File: config.mk
export PLATFORM = sky130hd
export DESIGN_NAME = adc_control
export DESIGN_NICKNAME = d
export VERILOG_FILES = /design/src/adc_control.v /design/src/conv_tick_gen.v
export VERILOG_INCLUDE_DIRS = /design/src
export SDC_FILE = /design/constraint.sdc
export NUM_CORES = 1
export LEC_CHECK = 0
export BUFFER_PORTS_ARGS = -buffer_cell sky130_fd_sc_hd__buf_2
export CAP_MARGIN = 20
export CORE_ASPECT_RATIO = 0.5
export CORE_MARGIN = 2
export CORE_UTILIZATION = 55
export CTS_BUF_LIST = sky130_fd_sc_hd__clkbuf_4 sky130_fd_sc_hd__clkbuf_8
export DETAILED_ROUTE_END_ITERATION = 8
export GPL_TIMING_DRIVEN = 0
export PLACE_DENSITY = 0.83
export SYNTH_ARGS = -nofsm -noshare
export SYNTH_HDL_FRONTEND = slang
export SYNTH_SLANG_ARGS = --single-unit
File: constraint.sdc
create_clock -name core_clk_in -period 3.85 [get_ports core_clk_in]
set_input_delay 0.385 -clock core_clk_in [delete_from_list [all_inputs] [get_ports core_clk_in]]
set_output_delay 0.385 -clock core_clk_in [all_outputs]
set_load 0.005 [all_outputs]
File: src/adc_ctrl_consts.vh
// constants of the eight channel converter control block
`ifndef ADC_CTRL_CONSTS_VH
`define ADC_CTRL_CONSTS_VH

// ==========================================================
// register byte offsets
`define REG_CTRL_OFF        12'h000
`define REG_STATUS_OFF      12'h004
`define REG_RESULT_OFF      12'h008
`define REG_INT_STATUS_OFF  12'h00C
`define REG_INT_MASK_OFF    12'h010

// ==========================================================
// field positions
`define CTRL_AUTO_REPEAT_BIT  0
`define CTRL_SOFT_START_BIT   1
`define CTRL_SOFT_LOAD_BIT    2
`define STAT_BUSY_BIT         0
`define STAT_DONE_BIT         1
`define STAT_SAMPLING_BIT     2
`define STAT_CHAN_LSB         4
`define INT_DONE_BIT          0
`define INT_ABORT_BIT         1

// ==========================================================
// reset values
`define CTRL_RESET        1'b0
`define INT_MASK_RESET    2'h0
`define CHAN_RESET        3'h0
`define RESULT_RESET      8'h00

// ==========================================================
// timing, in conversion clock periods and clock rates
`define SAMPLE_PERIODS    32
`define CONVERT_PERIODS   64
`define RESULT_BITS       8
`define BIT_PERIODS       ((`CONVERT_PERIODS - `SAMPLE_PERIODS) / `RESULT_BITS)
`define CORE_CLK_KHZ      100000
`define CONV_CLK_KHZ      640
`define CONV_DIV          (`CORE_CLK_KHZ / `CONV_CLK_KHZ)

`endif

File: src/adc_control.v
// control logic of an eight channel eight bit approximation converter
//
// Behaviour
// - exactly one of eight analog inputs is switched on, from the decoded address
// - address pins are binary, third bit most significant, channel 0 to 7
// - address is captured on the strobe rising edge or a soft load and held until the next
// - a start rising edge clears the result output latch
// - sampling begins at the start edge and lasts 32 conversion clock periods
// - a start within the 64 periods aborts and restarts; old result lost
// - done falls within eight clock periods plus two microseconds of start
// - bits are resolved from weight 128 down to weight 1
// - node above trip point records a one and releases that weight
// - node below trip point keeps that weight applied for remaining trials
// - all eight bits are decided in order, most significant first
// - after the eighth bit the sample then convert cycle repeats when auto repeat is set, else it idles
// - result is straight binary, zeros at zero input, ones at full scale
`include "adc_ctrl_consts.vh"
`default_nettype none

module adc_control #(
  parameter CONV_DIV = `CONV_DIV
) (
  input  wire        core_clk_in,
  input  wire        rstn_in,
  // microprocessor side pins
  input  wire [2:0]  chan_addr_in,
  input  wire        addr_strobe_in,
  input  wire        start_in,
  // threshold detector: summing node above trip point
  input  wire        node_above_in,
  // analog switch controls
  output reg  [7:0]  chan_select_out,
  output reg         sampling_out,
  output reg  [7:0]  weight_apply_out,
  // result latch and completion
  output reg  [7:0]  result_out,
  output reg         conv_done_out,
  output reg         irq_out,
  // apb slave
  input  wire        psel_in,
  input  wire        penable_in,
  input  wire        pwrite_in,
  input  wire [11:0] paddr_in,
  input  wire [31:0] pwdata_in,
  input  wire [3:0]  pstrb_in,
  output reg  [31:0] prdata_out,
  output reg         pready_out,
  output reg         pslverr_out
);

  localparam ST_IDLE    = 2'b00;
  localparam ST_SAMPLE  = 2'b01;
  localparam ST_CONVERT = 2'b10;

  // counts are worked out at full width, then cut to the counter width
  localparam [31:0] SAMPLE_LAST_W = `SAMPLE_PERIODS - 1;
  localparam [31:0] BIT_LAST_W    = `BIT_PERIODS - 1;
  localparam [5:0]  SAMPLE_LAST   = SAMPLE_LAST_W[5:0];
  localparam [5:0]  BIT_LAST      = BIT_LAST_W[5:0];

  // ==========================================================
  // functions
  function [7:0] one_hot;
    input [2:0] idx;
    begin
      one_hot = 8'h01 << idx;
    end
  endfunction

  function addr_hit;
    input [11:0] addr;
    input [11:0] off;
    begin
      addr_hit = (addr == off);
    end
  endfunction

  // ==========================================================
  // state
  reg [1:0]  state;
  reg [5:0]  period_cnt;
  reg [2:0]  bit_idx;
  reg [7:0]  approximation_register;
  reg [2:0]  chan_code;
  reg        strobe_prev;
  reg        start_prev;
  reg        auto_repeat;
  reg        soft_start;
  reg        soft_load;
  reg [1:0]  int_status;
  reg [1:0]  int_mask;
  reg        done_event;
  reg        abort_event;

  wire       tick;
  wire       apb_done   = psel_in & penable_in & pready_out;
  wire       apb_write  = apb_done & pwrite_in;
  wire       lane0      = pstrb_in[0];
  wire       strobe_rise = addr_strobe_in & ~strobe_prev;
  wire       start_rise  = (start_in & ~start_prev) | soft_start;
  wire       busy        = (state != ST_IDLE);
  wire       mapped      = addr_hit(paddr_in, `REG_CTRL_OFF)
                         | addr_hit(paddr_in, `REG_STATUS_OFF)
                         | addr_hit(paddr_in, `REG_RESULT_OFF)
                         | addr_hit(paddr_in, `REG_INT_STATUS_OFF)
                         | addr_hit(paddr_in, `REG_INT_MASK_OFF);
  wire [7:0] decided     = approximation_register |
                           (node_above_in ? one_hot(bit_idx) : 8'h00);

  // ==========================================================
  // conversion clock
  conv_tick_gen #(
    .DIV (CONV_DIV)
  ) conv_tick_gen_i (
    .core_clk_in (core_clk_in),
    .rstn_in     (rstn_in),
    .restart_in  (start_rise),
    .tick_out    (tick)
  );

  // ==========================================================
  // edge detection of the synchronous pins
  always @(posedge core_clk_in or negedge rstn_in) begin
    if (!rstn_in) begin
      strobe_prev <= 1'b0;
      start_prev  <= 1'b0;
    end else begin
      strobe_prev <= addr_strobe_in;
      start_prev  <= start_in;
    end
  end

  // ==========================================================
  // address latch and multiplexer decode
  always @(posedge core_clk_in or negedge rstn_in) begin
    if (!rstn_in) begin
      chan_code       <= `CHAN_RESET;
      chan_select_out <= 8'h01;
    end else if (strobe_rise || soft_load) begin
      // soft load reuses the pins so a bus-only host can pick a channel
      chan_code       <= chan_addr_in;
      chan_select_out <= one_hot(chan_addr_in);
    end
  end

  // ==========================================================
  // sequencer
  always @(posedge core_clk_in or negedge rstn_in) begin
    if (!rstn_in) begin
      state                  <= ST_IDLE;
      period_cnt             <= 6'h00;
      bit_idx                <= 3'h7;
      approximation_register <= 8'h00;
      weight_apply_out       <= 8'h00;
      sampling_out           <= 1'b0;
      result_out             <= `RESULT_RESET;
      conv_done_out          <= 1'b0;
      done_event             <= 1'b0;
      abort_event            <= 1'b0;
    end else begin
      done_event  <= 1'b0;
      abort_event <= 1'b0;
      if (start_rise) begin
        // any start restarts, the running result is thrown away
        abort_event            <= busy;
        result_out             <= `RESULT_RESET;
        conv_done_out          <= 1'b0;
        state                  <= ST_SAMPLE;
        sampling_out           <= 1'b1;
        period_cnt             <= 6'h00;
        approximation_register <= 8'h00;
        weight_apply_out       <= 8'h00;
        bit_idx                <= 3'h7;
      end else if (tick) begin
        case (state)
          ST_SAMPLE: begin
            if (period_cnt == SAMPLE_LAST) begin
              state            <= ST_CONVERT;
              sampling_out     <= 1'b0;
              period_cnt       <= 6'h00;
              bit_idx          <= 3'h7;
              weight_apply_out <= one_hot(3'h7);
            end else begin
              period_cnt <= period_cnt + 6'h01;
            end
          end
          ST_CONVERT: begin
            if (period_cnt == BIT_LAST) begin
              period_cnt <= 6'h00;
              // trial ends: above sets the bit and drops the weight
              if (node_above_in) begin
                approximation_register <= decided;
                weight_apply_out       <= weight_apply_out & ~one_hot(bit_idx);
              end
              // below leaves the weight in place to the end
              if (bit_idx == 3'h0) begin
                result_out    <= decided;
                conv_done_out <= 1'b1;
                done_event    <= 1'b1;
                if (auto_repeat) begin
                  // latch and done hold while the next sample runs
                  state            <= ST_SAMPLE;
                  sampling_out     <= 1'b1;
                  weight_apply_out <= 8'h00;
                  approximation_register <= 8'h00;
                end else begin
                  state            <= ST_IDLE;
                  weight_apply_out <= 8'h00;
                end
              end else begin
                bit_idx          <= bit_idx - 3'h1;
                weight_apply_out <= (node_above_in ?
                                     (weight_apply_out & ~one_hot(bit_idx)) :
                                     weight_apply_out)
                                    | one_hot(bit_idx - 3'h1);
              end
            end else begin
              period_cnt <= period_cnt + 6'h01;
            end
          end
          ST_IDLE: begin
            sampling_out <= 1'b0;
          end
          default: begin
            state <= ST_IDLE;
          end
        endcase
      end
    end
  end

  // ==========================================================
  // control register and interrupts
  always @(posedge core_clk_in or negedge rstn_in) begin
    if (!rstn_in) begin
      auto_repeat <= `CTRL_RESET;
      soft_start  <= 1'b0;
      soft_load   <= 1'b0;
      int_status  <= 2'h0;
      int_mask    <= `INT_MASK_RESET;
      irq_out     <= 1'b0;
    end else begin
      soft_start <= 1'b0;
      soft_load  <= 1'b0;
      if (apb_write && lane0 && addr_hit(paddr_in, `REG_CTRL_OFF)) begin
        auto_repeat <= pwdata_in[`CTRL_AUTO_REPEAT_BIT];
        soft_start  <= pwdata_in[`CTRL_SOFT_START_BIT];
        soft_load   <= pwdata_in[`CTRL_SOFT_LOAD_BIT];
      end
      if (apb_write && lane0 && addr_hit(paddr_in, `REG_INT_MASK_OFF)) begin
        int_mask <= pwdata_in[1:0];
      end
      // a new event beats a clear in the same cycle
      if (apb_write && lane0 && addr_hit(paddr_in, `REG_INT_STATUS_OFF)) begin
        int_status <= (int_status & ~pwdata_in[1:0]) | {abort_event, done_event};
      end else begin
        int_status <= int_status | {abort_event, done_event};
      end
      // one cycle behind the status bits, kept registered
      irq_out <= |(int_status & int_mask);
    end
  end

  // ==========================================================
  // apb slave, one wait state on every access
  always @(posedge core_clk_in or negedge rstn_in) begin
    if (!rstn_in) begin
      pready_out  <= 1'b0;
      pslverr_out <= 1'b0;
      prdata_out  <= 32'h00000000;
    end else begin
      pready_out  <= psel_in & penable_in & ~pready_out;
      pslverr_out <= psel_in & penable_in & ~pready_out & ~mapped;
      prdata_out  <= 32'h00000000;
      if (psel_in && penable_in && !pready_out && !pwrite_in) begin
        if (addr_hit(paddr_in, `REG_CTRL_OFF)) begin
          prdata_out[`CTRL_AUTO_REPEAT_BIT] <= auto_repeat;
        end
        if (addr_hit(paddr_in, `REG_STATUS_OFF)) begin
          prdata_out[`STAT_BUSY_BIT]     <= busy;
          prdata_out[`STAT_DONE_BIT]     <= conv_done_out;
          prdata_out[`STAT_SAMPLING_BIT] <= sampling_out;
          prdata_out[`STAT_CHAN_LSB+2:`STAT_CHAN_LSB] <= chan_code;
        end
        if (addr_hit(paddr_in, `REG_RESULT_OFF)) begin
          prdata_out[7:0] <= result_out;
        end
        if (addr_hit(paddr_in, `REG_INT_STATUS_OFF)) begin
          prdata_out[1:0] <= int_status;
        end
        if (addr_hit(paddr_in, `REG_INT_MASK_OFF)) begin
          prdata_out[1:0] <= int_mask;
        end
      end
    end
  end

endmodule // adc_control

`default_nettype wire

File: src/conv_tick_gen.v
// divider that makes the conversion clock tick from the core clock
`default_nettype none

module conv_tick_gen #(
  parameter DIV = 156
) (
  input  wire        core_clk_in,
  input  wire        rstn_in,
  input  wire        restart_in,
  output reg         tick_out
);

  // full width copy so the compare slice below is taken on purpose
  localparam [31:0] DIV_W = DIV;

  reg [15:0] count;

  // ==========================================================
  // divider, realigned on restart so sampling spans whole periods
  always @(posedge core_clk_in or negedge rstn_in) begin
    if (!rstn_in) begin
      count    <= 16'h0000;
      tick_out <= 1'b0;
    end else if (restart_in) begin
      count    <= 16'h0000;
      tick_out <= 1'b0;
    end else if (count == DIV_W[15:0] - 16'h0001) begin
      count    <= 16'h0000;
      tick_out <= 1'b1;
    end else begin
      count    <= count + 16'h0001;
      tick_out <= 1'b0;
    end
  end

endmodule // conv_tick_gen

`default_nettype wire

==> reports/qor.txt <==
status -> complete, no violations
clk root buf -> clkbuf_8
TritonCTS Sinks -> 87
Yosys cell types -> 58
Main synth FF type -> dfrtp_1
Cell Area, Synth -> 4320 um2
RSZ-0062 raised after global routing -> no
final setup margin -> 1.41 ns
WS Path Type -> reg2reg
worst r2r dst -> result_out[4]$_DFFE_PN0P_
worst slew pin tran -> 0.654 ns
synth cell count leaders -> 83 x dfrtp_1, 57 x nor2_1, 47 x nand2_1
Die X -> 129 um
DP Worst Slack -> 1.47 ns
hold path start -> addr_strobe_in
R2R cell count -> 9
PwrDens -> 365 nW/um2
Peak VDD IR -> 0.219 mV
crit path DAT -> 2.73 ns
count of input and output buffers -> 61
Gate Count Post-Synth -> 436
register area share after synthesis -> 50.5%
core area -> 7460 um2
worst path required time -> 4.15 ns
# diodes -> 0
largest net degree at the start of global routing -> 62
WHS -> 0.137 ns
top layer in use -> met4
area grow syn2layout -> 18.1%
final cell count without fillers -> 646
die height -> 66.7 um
DR WL met2 -> 4300 um
M1 wire length -> 4310 um
CTS Buf Count -> 9
post-layout util -> 68.5%
Hold WC Path Type -> in2reg
Leak -> 2.54 nW
DP Wirelength -> 6600 um
Max-slew headroom -> 55.8%
reg2reg setup slack -> 1.41 ns
Synth top area share -> 48.0%
Via density -> 5.27
max incr delay on CP -> 0.45 ns
Synth area leader -> dfrtp_1
top cells by area, synth -> dfrtp_1 48%, nor2_1 4.9%, buf_4 4.2%
Setup-failing EPs final -> 0
CTS tree -> built
via count -> 3,407
# IOs -> 120
reg-to-reg startpoint -> period_cnt[0]$_DFFE_PN0P_
crit start category -> register
setup TNS -> 0 ns
DR WL met3 -> 628 um
GRT Util Overall -> 23.6%
Worst Hold Depth -> 1
Clock Skew -> 0.00869 ns
1st-iter DRT viols -> 257
first-pass GRT wire length -> 15,500 um
Setup Buffers After CTS -> 0
Initial Utilization -> 58.0%
final total power -> 1.86 mW
placed cells -> 629
GRT overflow -> 0
asr flop ratio synth -> 100%
Die Area -> 8630 um2
CTS Buffer Depth -> 2
Skew-Pair Late Insertion Delay -> 0.37 ns
min cycle time layout -> 2.44 ns
number of flops mapped to enable cells by yosys -> 0
Final Cycle Share -> 63.3%
CTS H-tree lvls -> 3
Crit. End Element -> register
Fmax -> 0.410 GHz
crit-path max FO -> 10
Ys Warns -> 0
share of cells above drive strength 1 -> 24.7%
Worst path slowest cell -> or4b_1
DRC Markers -> 0
WL final -> 9320 um
most common cell in the netlist -> dfrtp_1
Placed Area -> 4880 um2
FF+latch count, synth -> 87
Mean Syn Cell Area -> 9.92 um2
ANT nets after route -> 0
drt wl/cell -> 14.4 um
Max-Cap Viols -> 0
final hold violations -> 0
final slew viol count -> 0
nets -> 604
cell row count -> 22
GP Congestion -> 0.839
Clock transition at path regs -> 0.09 ns
Worst Hold Path EP -> strobe_prev$_DFF_PN0_
crit-path cells -> ha_1, or4b_1, buf_2, nor4b_4, and2_1, buf_6, buf_12, nand3_2, o21ai_2
vias in the first global route -> 3,145
Finished Cell Area -> 5110 um2
initial antenna violation count -> 0
Pre-Repair DR Iteration Count -> 5
==> layout by cell type (no fill, tap or decap), drive strengths merged, types with 5 or more instances in the layout <==
cell,instances
clkbuf,19
xor2,9
nand4,6
ha,12
dfrtp,83
a211oi,7
nor3,9
conb,24
nand3,22
nor2,59
nor4,7
nor2b,5
inv,15
a22oi,6
mux2,5
buf,92
xnor2,7
a21oi,15
o21ai,20
nand2,47
and3,9
==> registers in the layout, summed over array words and instances (netlist names), 2 cells and up <==
register	flops
period_cnt	6
conv_tick_gen_i.count	16
bit_idx	3
prdata_out	8
approximation_register	8
chan_select_out	8
result_out	8
weight_apply_out	8
state	2
int_status	2
int_mask	2
chan_code	3
==> per-layer routing <==
layer  global-route usage, %  vias up
met3                    7.63        8
met1                    32.0     1618
met5                       0        -
met4                    5.03        0
li1                        -     1664
met2                    37.4      117
==> worst max-delay path, delay by kind of cell, from the launching register on <==
family	cells	cell delay (ns)
adder cells (fa/ha/maj)	1	0.22
flip-flops	1	0.39
AND/OR/NAND/NOR	4	1.19
AO/OA/AOI/OAI	1	0.08
buffers and inverters	3	0.49
==> repair_timing <==
action                                 in CTS  in global routing
resized for setup                           0                  0
endpoints found under the hold margin      23                  0
hold buffers                                1                  0
==> cell type report <==
cell class                      count  area, um2
Buffer                             39        263
Clock buffer                       10        131
Clock inverter                      6       86.3
Fill cell                         571       2350
Inverter                           15       56.3
Multi-Input combinational cell    318       1910
Sequential cell                    87       2180
Tap cell                          108        135
Timing Repair Buffer               63        345
==> power breakdown <==
part	switching [mW]	internal, mW	leakage [nW]
registers	0.0324	0.950	1.16
logic	0.101	0.0742	1.26
clock network	0.334	0.372	0.110
total	0.468	1.40	2.54
==> cells by family (layout without fill, tap and decap cells) <==
logic type	after synthesis	in the layout	synth area share [%]
fa+ha+maj	12	12	3.47
simple gates	184	184	20.9
mux	7	7	2.05
compound gates	75	75	12.4
buf+inv	54	133	7.38
other cells	1	24	0.0867
flops	87	87	50.5
xor+xnor	16	16	3.24
==> worst max path at each step <==
stage / from / to / slack (ns) / cells past startpoint
after floorplan: period_cnt[0]$_DFFE_PN0P_ / result_out[7]$_DFFE_PN0P_ / 1.71 / 8
after global placement: period_cnt[0]$_DFFE_PN0P_ / result_out[4]$_DFFE_PN0P_ / 1.51 / 9
after detailed placement: period_cnt[0]$_DFFE_PN0P_ / result_out[4]$_DFFE_PN0P_ / 1.47 / 9
after CTS: period_cnt[0]$_DFFE_PN0P_ / result_out[4]$_DFFE_PN0P_ / 1.42 / 9
after global routing: state[0]$_DFFE_PN0P_ / weight_apply_out[6]$_DFFE_PN0P_ / 1.23 / 7
final: period_cnt[0]$_DFFE_PN0P_ / result_out[4]$_DFFE_PN0P_ / 1.41 / 9
Note: power is estimated with default switching activity, not from simulation.
